File: src/hw/pin_state_pkg.sv
package pin_state_pkg;

   // Operating states, one-hot
   typedef enum logic [5:0] {
      ST_POR      = 6'h01,
      ST_EXT_RST  = 6'h02,
      ST_INT_RST  = 6'h04,
      ST_RUN      = 6'h08,
      ST_STANDBY  = 6'h10,
      ST_ILLEGAL  = 6'h20
   } op_state_t;

   // Function group codes per pin
   localparam logic [2:0] FG_GPIO      = 3'h0;
   localparam logic [2:0] FG_PERIPH    = 3'h1;
   localparam logic [2:0] FG_CLK_IN    = 3'h2;
   localparam logic [2:0] FG_OSC_IN    = 3'h3;
   localparam logic [2:0] FG_OSC_OUT   = 3'h4;
   localparam logic [2:0] FG_ANALOG    = 3'h5;
   localparam logic [2:0] FG_EXT_INT   = 3'h6;
   localparam logic [2:0] FG_ALWAYS_IN = 3'h7;

   localparam int FG_W = 3;
   localparam int PIN_COUNT = 8;

   // Reset values of held pin controls
   localparam logic HOLD_OUT_RST = 1'b0;
   localparam logic HOLD_OE_RST = 1'b0;

   // Standby pin-level selection values
   localparam logic SPL_KEEP = 1'b0;
   localparam logic SPL_RELEASE = 1'b1;

endpackage

File: src/hw/pin_cell.sv
`timescale 1ns/10ps
// One pin: decides drive and internal input from state and function group
module pin_cell
   import pin_state_pkg::*;
(
   input wire logic core_clk_i, // Core clock
   input wire logic resetn_i, // Async reset, active low
   input wire op_state_t state_i, // Current operating state
   input wire logic standby_pin_level_sel_i, // Standby pin level select
   input wire logic [FG_W-1:0] fgroup_i, // Function group of this pin
   input wire logic osc_stopped_i, // Oscillator stopped
   input wire logic port_out_i, // Port output value
   input wire logic port_oe_i, // Port output enable
   input wire logic periph_out_i, // Peripheral output value
   input wire logic periph_oe_i, // Peripheral output enable
   input wire logic pin_i, // Sampled pin level
   output logic pin_o, // Pin drive value
   output logic pin_oe_o, // Pin drive enable
   output logic in_o, // Internal digital input
   output logic analog_en_o // Analog path enable
);
   import pin_state_pkg::*;

   typedef struct packed {
      logic out;
      logic oe;
      logic in_en;
      logic held_out;
      logic held_oe;
      logic analog;
   } cell_state_t;

   cell_state_t s_q, s_d;
   logic in_reset;
   logic released;
   logic holding;

   // Reset-type states ignore port and peripheral pin settings
   assign in_reset = (state_i == ST_POR) || (state_i == ST_EXT_RST)
                     || (state_i == ST_INT_RST);
   assign released = (state_i == ST_STANDBY) && (standby_pin_level_sel_i == SPL_RELEASE);
   assign holding = (state_i == ST_STANDBY) && !released;

   // Next pin control; recomputed whenever state or group changes
   always_comb
   begin
      s_d = s_q;
      s_d.analog = 1'b0;
      s_d.in_en = 1'b1;
      s_d.out = 1'b0;
      s_d.oe = 1'b0;
      case (fgroup_i)
         FG_GPIO, FG_CLK_IN:
         begin
            if (in_reset)
            begin
               s_d.in_en = 1'b0;
            end
            else if (released)
            begin
               s_d.in_en = 1'b0;
            end
            else if (holding)
            begin
               s_d.out = s_q.held_out;
               s_d.oe = s_q.held_oe;
            end
            else
            begin
               // Run keeps tracking live port settings, latched for standby
               s_d.out = (fgroup_i == FG_GPIO) ? port_out_i : 1'b0;
               s_d.oe = (fgroup_i == FG_GPIO) ? port_oe_i : 1'b0;
               s_d.held_out = s_d.out;
               s_d.held_oe = s_d.oe;
            end
         end
         FG_PERIPH, FG_EXT_INT:
         begin
            if (in_reset)
            begin
               s_d.in_en = 1'b0;
            end
            else
            begin
               // Running peripheral keeps driving through hold
               s_d.out = periph_out_i;
               s_d.oe = periph_oe_i;
            end
         end
         FG_OSC_OUT:
         begin
            // Oscillator output never drives; its input is gated off in reset or once it stops
            s_d.in_en = !(in_reset || osc_stopped_i);
         end
         FG_ANALOG:
         begin
            s_d.in_en = 1'b0;
            s_d.analog = !in_reset;
         end
         FG_OSC_IN, FG_ALWAYS_IN:
         begin
            s_d.in_en = 1'b1;
         end
         default:
         begin
            s_d.in_en = 1'b0;
         end
      endcase
   end

   // Register pin control
   always_ff @(posedge core_clk_i or negedge resetn_i)
   begin
      if (!resetn_i)
      begin
         s_q <= '{out: 1'b0, oe: 1'b0, in_en: 1'b0, held_out: HOLD_OUT_RST,
                  held_oe: HOLD_OE_RST, analog: 1'b0};
      end
      else
      begin
         s_q <= s_d;
      end
   end

   assign pin_o = s_q.out;
   assign pin_oe_o = s_q.oe;
   assign in_o = s_q.in_en & pin_i;
   assign analog_en_o = s_q.analog;
endmodule

File: src/hw/pin_state_by_power_mode.sv
`timescale 1ns/10ps
// Contract
// - External reset input low means external-reset state for pin selection.
// - External reset high: apply internal-reset, run or standby pin states.
// - Standby pin-level select: 0 keeps pins, 1 releases general-purpose pins.
// - Input-enabled pins pass sampled level to internal logic.
// - Gated-off internal input reads constant low.
// - High-impedance disables the output driver fully.
// - All reset states ignore general-purpose pin settings.
// - Run and standby with select 0 keep prior configuration.
// - Held pin with active peripheral follows peripheral output.
// - Held port pin keeps driving last port output.
// - Standby with select 1: general-purpose pin Hi-Z, input forced low.
// - External main clock pin: reset disabled, held, released when select 1.
// - Analog-enabled pins connect to the analog path.
module pin_state_by_power_mode
   import pin_state_pkg::*;
#(
   parameter int PINS = PIN_COUNT
)
(
   input wire logic CORE_CLK_I, // Core clock, 125 MHz
   input wire logic RESETN_I, // Async reset, active low
   input wire logic POR_ACTIVE_I, // Power-on or low-voltage reset
   input wire logic EXTERNAL_RESET_INPUT_N_I, // External reset pin level
   input wire logic INT_RESET_I, // Internal reset active
   input wire logic STANDBY_I, // Standby mode active
   input wire logic STANDBY_PIN_LEVEL_SEL_I, // Standby pin level select
   input wire logic OSC_STOPPED_I, // Oscillator stopped
   input wire logic [PINS*FG_W-1:0] FGROUP_I, // Function group per pin
   input wire logic [PINS-1:0] PORT_OUT_I, // Port output values
   input wire logic [PINS-1:0] PORT_OE_I, // Port output enables
   input wire logic [PINS-1:0] PERIPH_OUT_I, // Peripheral outputs
   input wire logic [PINS-1:0] PERIPH_OE_I, // Peripheral output enables
   input wire logic [PINS-1:0] PIN_I, // Pin levels
   output logic [PINS-1:0] PIN_O, // Pin drive values
   output logic [PINS-1:0] PIN_OE_O, // Pin drive enables, high drives
   output logic [PINS-1:0] IN_O, // Internal inputs
   output logic [PINS-1:0] ANALOG_EN_O, // Analog path enables
   output logic [5:0] STATE_O // Current operating state, one-hot
);
   import pin_state_pkg::*;

   typedef struct packed {
      op_state_t st;
      logic standby_pin_level_sel;
   } top_state_t;

   top_state_t s_q, s_d;

   // Decode operating state, reset sources by priority
   always_comb
   begin
      s_d = s_q;
      s_d.standby_pin_level_sel = STANDBY_PIN_LEVEL_SEL_I;
      if (POR_ACTIVE_I)
      begin
         s_d.st = ST_POR;
      end
      else if (!EXTERNAL_RESET_INPUT_N_I)
      begin
         s_d.st = ST_EXT_RST;
      end
      else if (INT_RESET_I)
      begin
         s_d.st = ST_INT_RST;
      end
      else if (STANDBY_I)
      begin
         s_d.st = ST_STANDBY;
      end
      else
      begin
         s_d.st = ST_RUN;
      end
   end

   // State register; comes out of reset in power-on state
   always_ff @(posedge CORE_CLK_I or negedge RESETN_I)
   begin
      if (!RESETN_I)
      begin
         s_q <= '{st: ST_POR, standby_pin_level_sel: SPL_KEEP};
      end
      else
      begin
         s_q <= s_d;
      end
   end

   assign STATE_O = s_q.st;

   // One cell per pin
   genvar g;
   generate
      for (g = 0; g < PINS; g++)
      begin : g_pin
         pin_cell i_pin_cell (
            .core_clk_i(CORE_CLK_I),
            .resetn_i(RESETN_I),
            .state_i(s_q.st),
            .standby_pin_level_sel_i(s_q.standby_pin_level_sel),
            .fgroup_i(FGROUP_I[g*FG_W +: FG_W]),
            .osc_stopped_i(OSC_STOPPED_I),
            .port_out_i(PORT_OUT_I[g]),
            .port_oe_i(PORT_OE_I[g]),
            .periph_out_i(PERIPH_OUT_I[g]),
            .periph_oe_i(PERIPH_OE_I[g]),
            .pin_i(PIN_I[g]),
            .pin_o(PIN_O[g]),
            .pin_oe_o(PIN_OE_O[g]),
            .in_o(IN_O[g]),
            .analog_en_o(ANALOG_EN_O[g])
         );
      end
   endgenerate
endmodule

File: config.mk
export PLATFORM = sky130hd
export DESIGN_NAME = pin_state_by_power_mode
export DESIGN_NICKNAME = d
export VERILOG_FILES = /design/src/hw/pin_state_pkg.sv /design/src/hw/pin_cell.sv /design/src/hw/pin_state_by_power_mode.sv
export SDC_FILE = /design/constraint.sdc
export NUM_CORES = 1
export LEC_CHECK = 0
export BUFFER_PORTS_ARGS = -buffer_cell sky130_fd_sc_hd__buf_2
export CAP_MARGIN = 5
export CORE_MARGIN = 2
export CORE_UTILIZATION = 42
export DETAILED_ROUTE_END_ITERATION = 10
export PLACE_DENSITY = 0.69
export SYNTH_ARGS = -nofsm -noshare
export SYNTH_HDL_FRONTEND = slang
export SYNTH_HIERARCHICAL = 1
export SYNTH_SLANG_ARGS = --single-unit
File: constraint.sdc
create_clock -name CORE_CLK_I -period 2.64 [get_ports CORE_CLK_I]
set_clock_uncertainty 0.05 [all_clocks]
set_input_delay 0.792 -clock CORE_CLK_I [delete_from_list [all_inputs] [get_ports CORE_CLK_I]]
set_output_delay 0.792 -clock CORE_CLK_I [all_outputs]
set_load 0.005 [all_outputs]
* After elaboration in Yosys (flattened, before gate mapping)
Index checks and enable logic that the tools add are counted.
Word-level totals: output and inout port bits 38, logic and storage cells 247, register bits after elaboration 55
Cells by class: mux-type cells 79, bitwise operators 10, reduce and logical (&&, ||, !) cells 48, equality and inequality tests 60
Operators by type and width (count):
- equality test 3 bit (second input constant) | 32
- two-way mux 2 bit | 32
- equality test 3 x 2 -> 1 bit (second input constant) | 16
- OR reduction 2 bit | 24
- one-hot mux 1 bit (5 select lines) | 8
- one-hot mux 2 bit (2 select lines) | 8
- two-way mux 1 bit | 27
- equality test 3 x 1 -> 1 bit (second input constant) | 8
- zero test 3 bit | 8
- AND reduction 3 bit | 8
- two-way mux 5 bit | 3
- AND 1 bit | 8
- equality test 6 x 1 -> 1 bit (second input constant) | 1
- equality test 6 x 2 -> 1 bit (second input constant) | 1
- equality test 6 x 3 -> 1 bit (second input constant) | 1
- equality test 6 x 5 -> 1 bit (second input constant) | 1
- two-way mux 6 bit | 1
- zero test 1 bit | 3
- logical OR 1 bit | 3
- logical AND 1 bit | 2
- NOT 1 bit | 2

* Depth between registers and ports, before layout
Gate-level depths: netlist (run 1).
word-level depth 8, depth in mapped cells 4, depth with buffers taken out 4

* Modules after synthesis
The synthesis (run 1) kept the hierarchy.
By module, submodules not included:
- pin_cell | times used 8, area an instance 370.4 um^2, cells each 38
- pin_state_by_power_mode | times used 1, area an instance 235.2 um^2, cells each 17

* Worst setup path after synthesis (run 1)
OpenSTA, ideal clock, no wires.
path type reg-to-reg, start reg s_q (netlist bit STATE_O[1]), end reg g_pin[0].i_pin_cell/s_q[1] (netlist bit), path slack 0.623 ns, data arrival time 1.840 ns, library setup time 0.127 ns, cell stages (with the launch flop) 5, clock period less this slack 2.017 ns, required time 2.463 ns, cell sequence dfrtp_1 > o21ai_0 > o211ai_4 > nand3_2 > mux2_1
On the way: longest elaborated chain between the ends 5
RTL lines:
- start, declared | RTL line pin_state_by_power_mode.sv:49 | top_state_t s_q, s_d;
- start signal, assigned | RTL line pin_state_by_power_mode.sv:83 | s_q <= '{st: ST_POR, standby_pin_level_sel: SPL_KEEP};
- equality test 6 x 1 -> 1 bit (tied with other cells) | RTL line pin_cell.sv:39 | assign in_reset = (state_i == ST_POR) || (state_i == ST_EXT_RST)
- logical OR 1 bit or logical AND 1 bit (tied branches) | RTL line pin_cell.sv:39, pin_cell.sv:41
- logical OR 1 bit or zero test 1 bit (tied branches) | RTL line pin_cell.sv:40, pin_cell.sv:42
- NOT 1 bit (no line) or logical AND 1 bit (tied branches)
- AND reduction 3 bit (no line) or two-way mux 2 bit (tied branches)
- end signal, assigned | RTL line pin_cell.sv:116 | s_q <= '{out: 1'b0, oe: 1'b0, in_en: 1'b0, held_out: HOLD_OUT_RST,
- end, declared | RTL line pin_cell.sv:33 | cell_state_t s_q, s_d;
Several ways; a longest one is shown, not always the timed one. A chain may end at the register's enable or synchronous reset.

* Worst setup path in the final report (run 1)
start reg s_q (netlist bit STATE_O[2]), end out STATE_O[2]
RTL lines:
- end, declared | RTL line pin_state_by_power_mode.sv:40 | output logic [5:0] STATE_O
No word-level cell between the ends.

==> results of run 1 <==
## cell usage in the layout, fill, tap and decap left out, types with 16 or more instances in the layout
cell type	n
buf_2	108
dfrtp_1	53
o21ai_0	40
nor2b_1	32
nand2_1	32
nor2_1	17
conb_1	17
mux2i_1	16
nand3_1	16
mux2_1	16
## layer usage
metal  vias to the layer above  wire length [um]
met5                         -                 0
met4                         0                79
met3                         8               382
met2                        80              3440
met1                      1295              3000
li1                       1394                 -
## worst max-delay path by stage
| stage | from | to | slack (ps) | cells past startpoint |
|---|---|---|---|---|
| floorplan | STATE_O[1] | g_pin[0].i_pin_cell/s_q[1] | 620 | 4 |
| global placement | PIN_I[6] | IN_O[6] | 650 | 3 |
| detailed placement | STATE_O[2] | g_pin[6].i_pin_cell/s_q[1] | 620 | 4 |
| CTS | STATE_O[2] | STATE_O[2] | 320 | 1 |
| global route | STATE_O[2] | STATE_O[2] | 230 | 1 |
| finish | STATE_O[2] | STATE_O[2] | 330 | 1 |
## registers in the layout, summed over array words and instances, names as in the netlist
| name | count |
|---|---|
| g_pin.i_pin_cell/s_q | 24 |
| s_q | 1 |
| g_pin.i_pin_cell/pin_oe_o | 8 |
| STATE_O | 5 |
| g_pin.i_pin_cell/analog_en_o | 8 |
| g_pin.i_pin_cell/pin_o | 8 |
## where the power goes
part           leakage [nW]  switching [mW]  total (mW)  internal [mW]
combinational          1.23           0.187       0.373          0.185
clock                0.0714           0.261       0.666          0.404
sequential            0.690          0.0452       0.947          0.902
total                  1.99           0.494        1.99           1.49
## cell families after synthesis
kind of cell / Yosys count
AND/OR/NAND/NOR: 164
AO/OA/AOI/OAI: 56
flip-flops: 54
multiplexers: 32
XOR/XNOR: 8
buffers and inverters: 6
other: 1
## cell usage after synthesis
library cell | instances | area share (%)
xor2_1 | 8 | 2.2
nor2_1 | 17 | 2.0
nand2_1 | 32 | 3.8
mux2_1 | 16 | 5.6
dfrtp_1 | 53 | 41
nand2b_1 | 8 | 1.6
o211ai_4 | 8 | 5.3
nor3b_1 | 8 | 1.9
nor4_1 | 8 | 1.6
nand3_2 | 8 | 2.5
nand3_1 | 16 | 2.5
and4b_1 | 8 | 2.5
nand3b_1 | 8 | 1.9
and3b_2 | 1 | 0.31
mux2i_1 | 16 | 5.0
buf_4 | 6 | 1.4
and2_1 | 8 | 1.6
nor2b_1 | 32 | 6.3
o22ai_1 | 8 | 1.6
dfstp_2 | 1 | 0.82
nor4b_1 | 1 | 0.27
and4bb_2 | 1 | 0.39
conb_1 | 1 | 0.12
nor3_1 | 8 | 1.3
o21ai_0 | 40 | 6.3
## area by class of cell
cell class	instances	area, sq um	area share, %
Multi-Input combinational cell	277	1860	46.0
Sequential cell	54	1350	33.4
Timing Repair Buffer	110	568	14.0
Tap cell	99	124	3.06
Clock buffer	6	82.6	2.04
Clock inverter	2	60.1	1.48
## metrics by stage
stage | util [%] | power [mW] | instances | setup WS, ps | hold slack (ps)
2_1_floorplan | - | 1.17 | 337 | 623 | 406
3_3_place_gp | 53.3 | 1.33 | 540 | 647 | 416
3_5_place_dp | 53.3 | 1.34 | 540 | 621 | 423
4_1_cts | 55.2 | 2.01 | 548 | 316 | 417
5_1_grt | 55.2 | 2.10 | 548 | 230 | 435
6_report | 55.2 | 1.99 | 548 | 327 | 408
==> results.md, run 1 <==
- Largest family of logic cells by synthesized area: simple AND/OR/NAND/NOR gates
- Die height: slightly above 90 um
- Total gr overflow: 0
- GP Congestion: just under 0.8
- Final setup fails: 0
- Post-route ant nets: 0
- Htree depth: 2
- DRC Markers: 0
- Clock root buffer: clkbuf_8
- Worst-path cell with the longest stage delay: dfrtp_1
- Total core area: 0.00733 sq mm
- Post CTS Setup Buffer Count: 0
- Sequential share of the synthesized area: approximately 42%
- Max IR drop VDD: about 0.00026 V
- FF-to-FF End: g_pin[1].i_pin_cell/s_q[1]
- CP Class: flip-flop to output port
- Peak Freq: between 0.4 and 0.5 GHz
- Fraction of layout cells with a size suffix above 1: between 30% and 40%
- Slew Limit Fails: 0
- Post-synthesis xor/xnor area fraction: 2.19%
- TritonCTS Buffers: 5
- CP max stage delay: ~900 ps
- Data required time at the worst endpoint: roughly 1800 ps
- Vias in the first global route: between 2000 and 3000
- CP arrival: approximately 1500 ps
- Syn Inst Count: around 320
- Synth Register Bits: 54
- Layout net count: 520
- Tightest Pin Transition: around 840 ps
- DR iter-0 viols: 95
- Largest net degree at the start of global routing: 34
- Area grow syn2layout: 26.6%
- WL/cell: 12.6 um
- Row count: 31
- Hold Fails Final Rpt: 0
- Final period util: 87.6%
- Hold buffer count at CTS: 0
- Die ar.: approximately 0.0083 sq mm
- Setup TNS Final: 0 ps
- Die Span X: between 90 and 100 um
- Buffers & Inverters on Critical Path: 1
- Global-route wire length before repair: 11800 um
- Worst path cell trace: buf_2
- Final wirelength: 6900 um
- Met3 usage: roughly 3.5%
- Lkg Pwr: between 1.5 and 2 nW
- Hold Path Class: input port to asynchronous set/reset pin
- Startpoint types: flip-flop
- Worst-skew pair later-pin latency: approximately 300 ps
- Synth Area per Inst: between 9 and 10 sq um
- Crit-path leading delay family: flip-flops
- Vias: about 2800
- Detailed Place HPWL: 5170 um
- Outcome: complete, no violations
- Filler cells: roughly 650
- GRT busiest layer: met2
- Yosys warnings: 6
- Post-synthesis mux area share: approximately a tenth
- Met2 Use GR: a little under a third
- Synthesized area: roughly 0.0032 sq mm
- Max-Cap Viols: 0
- PD cells: 491 mW/mm^2
- Area after DPL: roughly 0.0039 sq mm
- Post-synthesis compound-gate area fraction: a little over an eighth
- Clk buf depth: 2
- Clock transition at path regs: around 100 ps
- R2r setup slk: between 500 and 600 ps
- Reg2Reg Depth: 4
- DR pass1 iterations: 4
- Antenna cells: 0
- CP endpoint kind: output port
- Reg2reg start: STATE_O[2]
- Initial antenna violation count: 0
- GR Util All Layers: 17.3%
- IO Pins: 110
- Yosys cell types: 25
- Initial Util: about 44%
- CTS sink cnt: between 50 and 60
- Post-Synth Simple-Gate Area: a little under a third
- Fin area: between 0.004 and 0.005 sq mm
- Post-cts sizing count: 0
- RSZ-0062 raised after global routing: false
- Max transition margin: between 40 and 50%
- IO Port Bufs: about 110
- Vias per inst: around 5
- CTS tree: built
- Fin crit period: about 2300 ps
- Synth Area in Adders: 0%
- M1 GR Usage: 21.3%
- Worst-path fanout max: 25
No activity file was read; power rests on OpenSTA's default activity.
==> run 2, diff against run 1 <==
--- a/config.mk
+++ b/config.mk
@@ -5,7 +5,7 @@
 export SDC_FILE = /design/constraint.sdc
 export NUM_CORES = 1
 export LEC_CHECK = 0
-export BUFFER_PORTS_ARGS = -buffer_cell sky130_fd_sc_hd__buf_2
+export BUFFER_PORTS_ARGS = -buffer_cell sky130_fd_sc_hd__buf_4
 export CAP_MARGIN = 5
 export CORE_MARGIN = 2
 export CORE_UTILIZATION = 42
==> constraint.sdc (replaced) <==
create_clock -name CORE_CLK_I -period 3 [get_ports CORE_CLK_I]
set_clock_uncertainty 0.05 [all_clocks]
set_input_delay 0.9 -clock CORE_CLK_I [delete_from_list [all_inputs] [get_ports CORE_CLK_I]]
set_output_delay 0.9 -clock CORE_CLK_I [all_outputs]
set_load 0.005 [all_outputs]
==> run 2 against run 1 <==
Compared with the run above: via count fell by 0.54%; critical path depth stayed put; die area stayed put; largest power group unchanged; routed wire length rose by 0.90%; sequential share of layout area is 1.6 points lower; register-to-register slack improved by 390 ps; critical endpoint unchanged; largest cell class unchanged; sequential power shrank 12%.
==> results.md, run 2 (same netlist as run 1, synthesis figures left out) <==
- CP endpoint kind: output port
- IO Port Bufs: approximately 110
- Most common cell after layout, fill and taps aside: buf_4
- Lkg Pwr: ~2.0 nW
- Final setup fails: 0
- Detailed Place HPWL: just over 5000 um
- TritonCTS Buffers: 5
- CP arrival: around 1400 ps
- Clock root buffer: clkbuf_8
- Vias per inst: ~5.0
- PD cells: roughly 380 mW/mm^2
- WP depth: 1
- GR Util All Layers: between 10% and 20%
- Buffers & Inverters on Critical Path: 1
- Post-cts sizing count: 0
- Max-Cap Viols: 0
- Max IR drop VDD: 0.000206 V
- IO Pins: 110
- Fin crit period: approximately 2400 ps
- Register area: ~0.0014 sq mm
- Initial Util: between 40 and 50%
- DR iter-0 viols: about 100
- Die ar.: around 0.0083 sq mm
- DR pass1 iterations: 4
- Row count: 31
- Outcome: complete, no violations
- Clk buf depth: 2
- Die height: between 90 and 100 um
- Commonest cells after routing, fill and taps aside: 109 x buf_4, 53 x dfrtp_1, 40 x o21ai_0
- GP Congestion: 0.792
- Layout Utilization: between 50% and 60%
- Largest Register: g_pin.i_pin_cell/s_q
- Worst path cell trace: buf_4
- Hold Path Class: flip-flop to flip-flop
- RSZ-0062 raised after global routing: false
- Setup TNS Final: 0 ps
- Fraction of layout cells with a size suffix above 1: between 30% and 40%
- Peak Freq: around 0.42 GHz
- Data required time at the worst endpoint: 2050 ps
- Reg2Reg Depth: 4
- Post CTS Setup Buffer Count: 0
- Hold buffer count at CTS: 0
- Max transition margin: 44.4%
- Antenna cells: 0
- Hold_ws: approximately 440 ps
- Die Span X: 91.3 um
- CP Class: flip-flop to output port
- Startpoint types: flip-flop
- Multi-input logic area: around 0.0019 sq mm
- Layout net count: around 520
- WL/cell: 12.7 um
- Worst-path fanout max: 25
- Initial antenna violation count: 0
- Area grow syn2layout: 32.8%
- Final Worst Setup Slack: slightly above 600 ps
- Largest net degree at the start of global routing: 55
- Hold Fails Final Rpt: 0
- Hold depth: 1
- Pre-CTS setup slack: just under 800 ps
- CTS sink cnt: 54
- Post-route ant nets: 0
- Htree depth: 2
- Final period util: around four fifths
- CP startpoint: STATE_O[2]
- Final wirelength: roughly 7000 um
- CP max stage delay: 900 ps
- Worst-path cell with the longest stage delay: dfrtp_1
- Total core area: approximately 0.0073 sq mm
- Crit-path leading delay family: flip-flops
- Vias: 2762
- Tightest Pin Transition: 833 ps
- Vias in the first global route: about 2600
- Global-route wire length before repair: approximately 12000 um
- Reg2reg start: STATE_O[2]
- DRC Markers: 0
- Worst-skew pair later-pin latency: ~300 ps
- Clock transition at path regs: roughly 90 ps
- Final Total Pwr: between 1.5 and 2 mW
- Max reg flops: 24
- Total gr overflow: 0
- CTS tree: built
- Filler cells: between 600 and 700
- Hold_sp: g_pin[2].i_pin_cell/s_q[2]
- Slew Limit Fails: 0
run 2: power breakdown:
part           switching, mW  internal (mW)
clock network          0.229          0.187
registers             0.0419          0.794
logic                  0.163          0.203
total                  0.434           1.18
run 2: metal layers:
layer | wire, um | track usage (%) | share of wire (%) | up-vias
li1 | - | - | - | 1391
met1 | 3110 | 21.1 | 45 | 1290
met2 | 3340 | 28.7 | 48 | 75
met3 | 410 | 4.23 | 5.9 | 6
met4 | 97 | 4.29 | 1.4 | 0
met5 | 0 | 0 | 0 | -
run 2: worst reg2reg max path: stages, from the launching register on:
cell	delay (ps)
dfrtp_1	900
xor2_1	220
o211ai_4	300
nand3_2	120
mux2_1	330
run 2: final timing paths:
path | to | slack [ps]
max in group asynchronous | STATE_O[2] | 1870
worst max register to register | g_pin[1].i_pin_cell/s_q[2] | 970
worst min-delay path | g_pin[2].i_pin_cell/s_q[2] | 440
min in group asynchronous | g_pin[0].i_pin_cell/pin_o | 580
worst min register to register | g_pin[2].i_pin_cell/s_q[2] | 440
worst max-delay path | STATE_O[2] | 610
run 2: area by class of cell:
cell class	instances	area share [%]
Sequential cell	54	31.9
Timing Repair Buffer	109	19.3
Clock inverter	1	0.118
Tap cell	99	2.92
Clock buffer	7	2.03
Multi-Input combinational cell	277	43.8
run 2: stage by stage:
step | cell area [sq um] | std cells
2_1_floorplan | 3260 | 337
3_3_place_gp | 4160 | 539
3_5_place_dp | 4160 | 539
4_1_cts | 4250 | 547
5_1_grt | 4250 | 547
6_report | 4250 | 547
==> run 3, diff against run 2 <==
==> constraint.sdc (replaced) <==
create_clock -name CORE_CLK_I -period 2.28 [get_ports CORE_CLK_I]
set_clock_uncertainty 0.05 [all_clocks]
set_input_delay 0.684 -clock CORE_CLK_I [delete_from_list [all_inputs] [get_ports CORE_CLK_I]]
set_output_delay 0.684 -clock CORE_CLK_I [all_outputs]
set_load 0.005 [all_outputs]
==> run 3 against run 2 <==
Compared with the run above: final area is 0.18% higher; non-clock buffer count is 1 higher; critical path depth stayed put; register-to-register slack worse by 700 ps.
==> results.md, run 3 (same netlist as run 1, synthesis figures left out) <==
- Die ar.: 0.00833 sq mm
- TritonCTS Buffers: 5
- Global-route wire length before repair: 11700 um
- Combinational share of power: between 20% and 30%
- Antenna cells: 0
- DRC Markers: 0
- Hold Path Class: input port to asynchronous set/reset pin
- Htree depth: 2
- GR Util All Layers: 17.1%
- CP arrival: between 1000 and 1500 ps
- Area grow syn2layout: 33.0%
- Outcome: complete, no violations
- Lkg Pwr: 2.04 nW
- Net switching power: around 0.57 mW
- Vias in the first global route: 2606
- DR pass1 iterations: 4
- CTS sink cnt: 54
- PD cells: 500 mW/mm^2
- Fin crit period: ~2200 ps
- GP Congestion: 0.788
- Initial antenna violation count: 0
- Worst path cell trace: buf_4
- Pre-CTS setup slack: roughly 280 ps
- RSZ-0062 raised after global routing: false
- Total core area: approximately 0.0073 sq mm
- Initial Util: between 40% and 50%
- Data required time at the worst endpoint: between 1500 and 2000 ps
- Peak Freq: around 0.46 GHz
- WP depth: 1
- Worst-path cell with the longest stage delay: dfrtp_1
- Commonest cells after routing, fill and taps aside: 110 x buf_4, 53 x dfrtp_1, 40 x o21ai_0
- Final wirelength: 7000 um
- Largest Register: g_pin.i_pin_cell/s_q
- Startpoint types: flip-flop
- Die height: 91.3 um
- Reg2Reg Depth: 4
- Setup TNS Final: 0 ps
- Power Internal: 1.56 mW
- Detailed Place HPWL: just over 5000 um
- Final Worst Setup Slack: between 90 and 100 ps
- Post-cts sizing count: 0
- Max reg flops: 24
- Total gr overflow: 0
- Fraction of layout cells with a size suffix above 1: 30.3%
- Clock transition at path regs: 90 ps
- Hold buffer count at CTS: 0
- WL/cell: 12.8 um
- Worst-skew pair later-pin latency: ~310 ps
- Die Span X: 91.3 um
- Hold Fails Final Rpt: 0
- Post CTS Setup Buffer Count: 0
- Max-Cap Viols: 0
- Max IR drop VDD: between 0.0003 and 0.0004 V
- Max transition margin: around 44%
- Slew Limit Fails: 0
- Worst-path fanout max: 25
- CP Class: flip-flop to output port
- Row count: 31
- Hold_ws: between 300 and 400 ps
- Post-route ant nets: 0
- Most common cell after layout, fill and taps aside: buf_4
- Sequential Power Share: between 50% and 60%
- Vias: 2723
- Clock power frac: between 20 and 30%
- Final period util: roughly 96%
- CP endpoint kind: output port
- IO Pins: between 100 and 150
- Layout net count: 520
- Buffers & Inverters on Critical Path: 1
- IO Port Bufs: around 110
- Clock root buffer: clkbuf_8
- CTS tree: built
- Crit-path leading delay family: flip-flops
- DR iter-0 viols: just over 90
- Vias per inst: approximately 5
- Layout Utilization: between 50 and 60%
- Clk buf depth: 2
- Tightest Pin Transition: between 800 and 900 ps
- CP max stage delay: 900 ps
- Switching share of power: between 20% and 30%
- Final setup fails: 0
- Largest net degree at the start of global routing: between 50 and 60
## run 3: cell type report
cell class                 instances  area, sq um
timing repair buffer             110          826
tap                               99          124
multi-input combinational        277         1860
sequential                        54         1350
clock buffer                       7         86.3
fill                             669         3080
clock inverter                     1         5.00
## run 3: metrics by stage
stage	cells	cell area [sq um]	total power [mW]
6_report	548	4250	2.13
5_1_grt	548	4250	2.26
4_1_cts	548	4250	2.16
3_5_place_dp	540	4160	1.61
3_3_place_gp	540	4160	1.60
2_1_floorplan	337	3260	1.36
## run 3: per-layer routing
layer / up-vias / global-route usage, % / wire length [um]
li1: 1392 / - / -
met1: 1258 / 21.1 / 3140
met2: 65 / 29.6 / 3340
met3: 8 / 5.06 / 430
met4: 0 / 3.91 / 99
met5: - / 0 / 0
## run 3: path summary, 6_finish.rpt
| check | startpoint | slack (ps) | end |
|---|---|---|---|
| max reg2reg | STATE_O[2] | 270 | g_pin[0].i_pin_cell/s_q[2] |
| min in group CORE_CLK_I | STANDBY_PIN_LEVEL_SEL_I | 430 | s_q[0] |
| min reg2reg | g_pin[1].i_pin_cell/s_q[1] | 440 | g_pin[1].i_pin_cell/s_q[1] |
| min | RESETN_I | 370 | g_pin[0].i_pin_cell/analog_en_o |
| max | STATE_O[2] | 100 | STATE_O[2] |
| max in group asynchronous | RESETN_I | 1360 | g_pin[5].i_pin_cell/s_q[1] |
## run 3: power by group through the flow
stage                     registers [mW]  clock network [mW]  logic [mW]
after floorplan                     1.11                   0       0.247
after global placement              1.11                   0       0.480
after detailed placement            1.12                   0       0.490
after CTS                           1.10               0.568       0.491
after global routing                1.11               0.610       0.540
final                               1.10               0.545       0.484
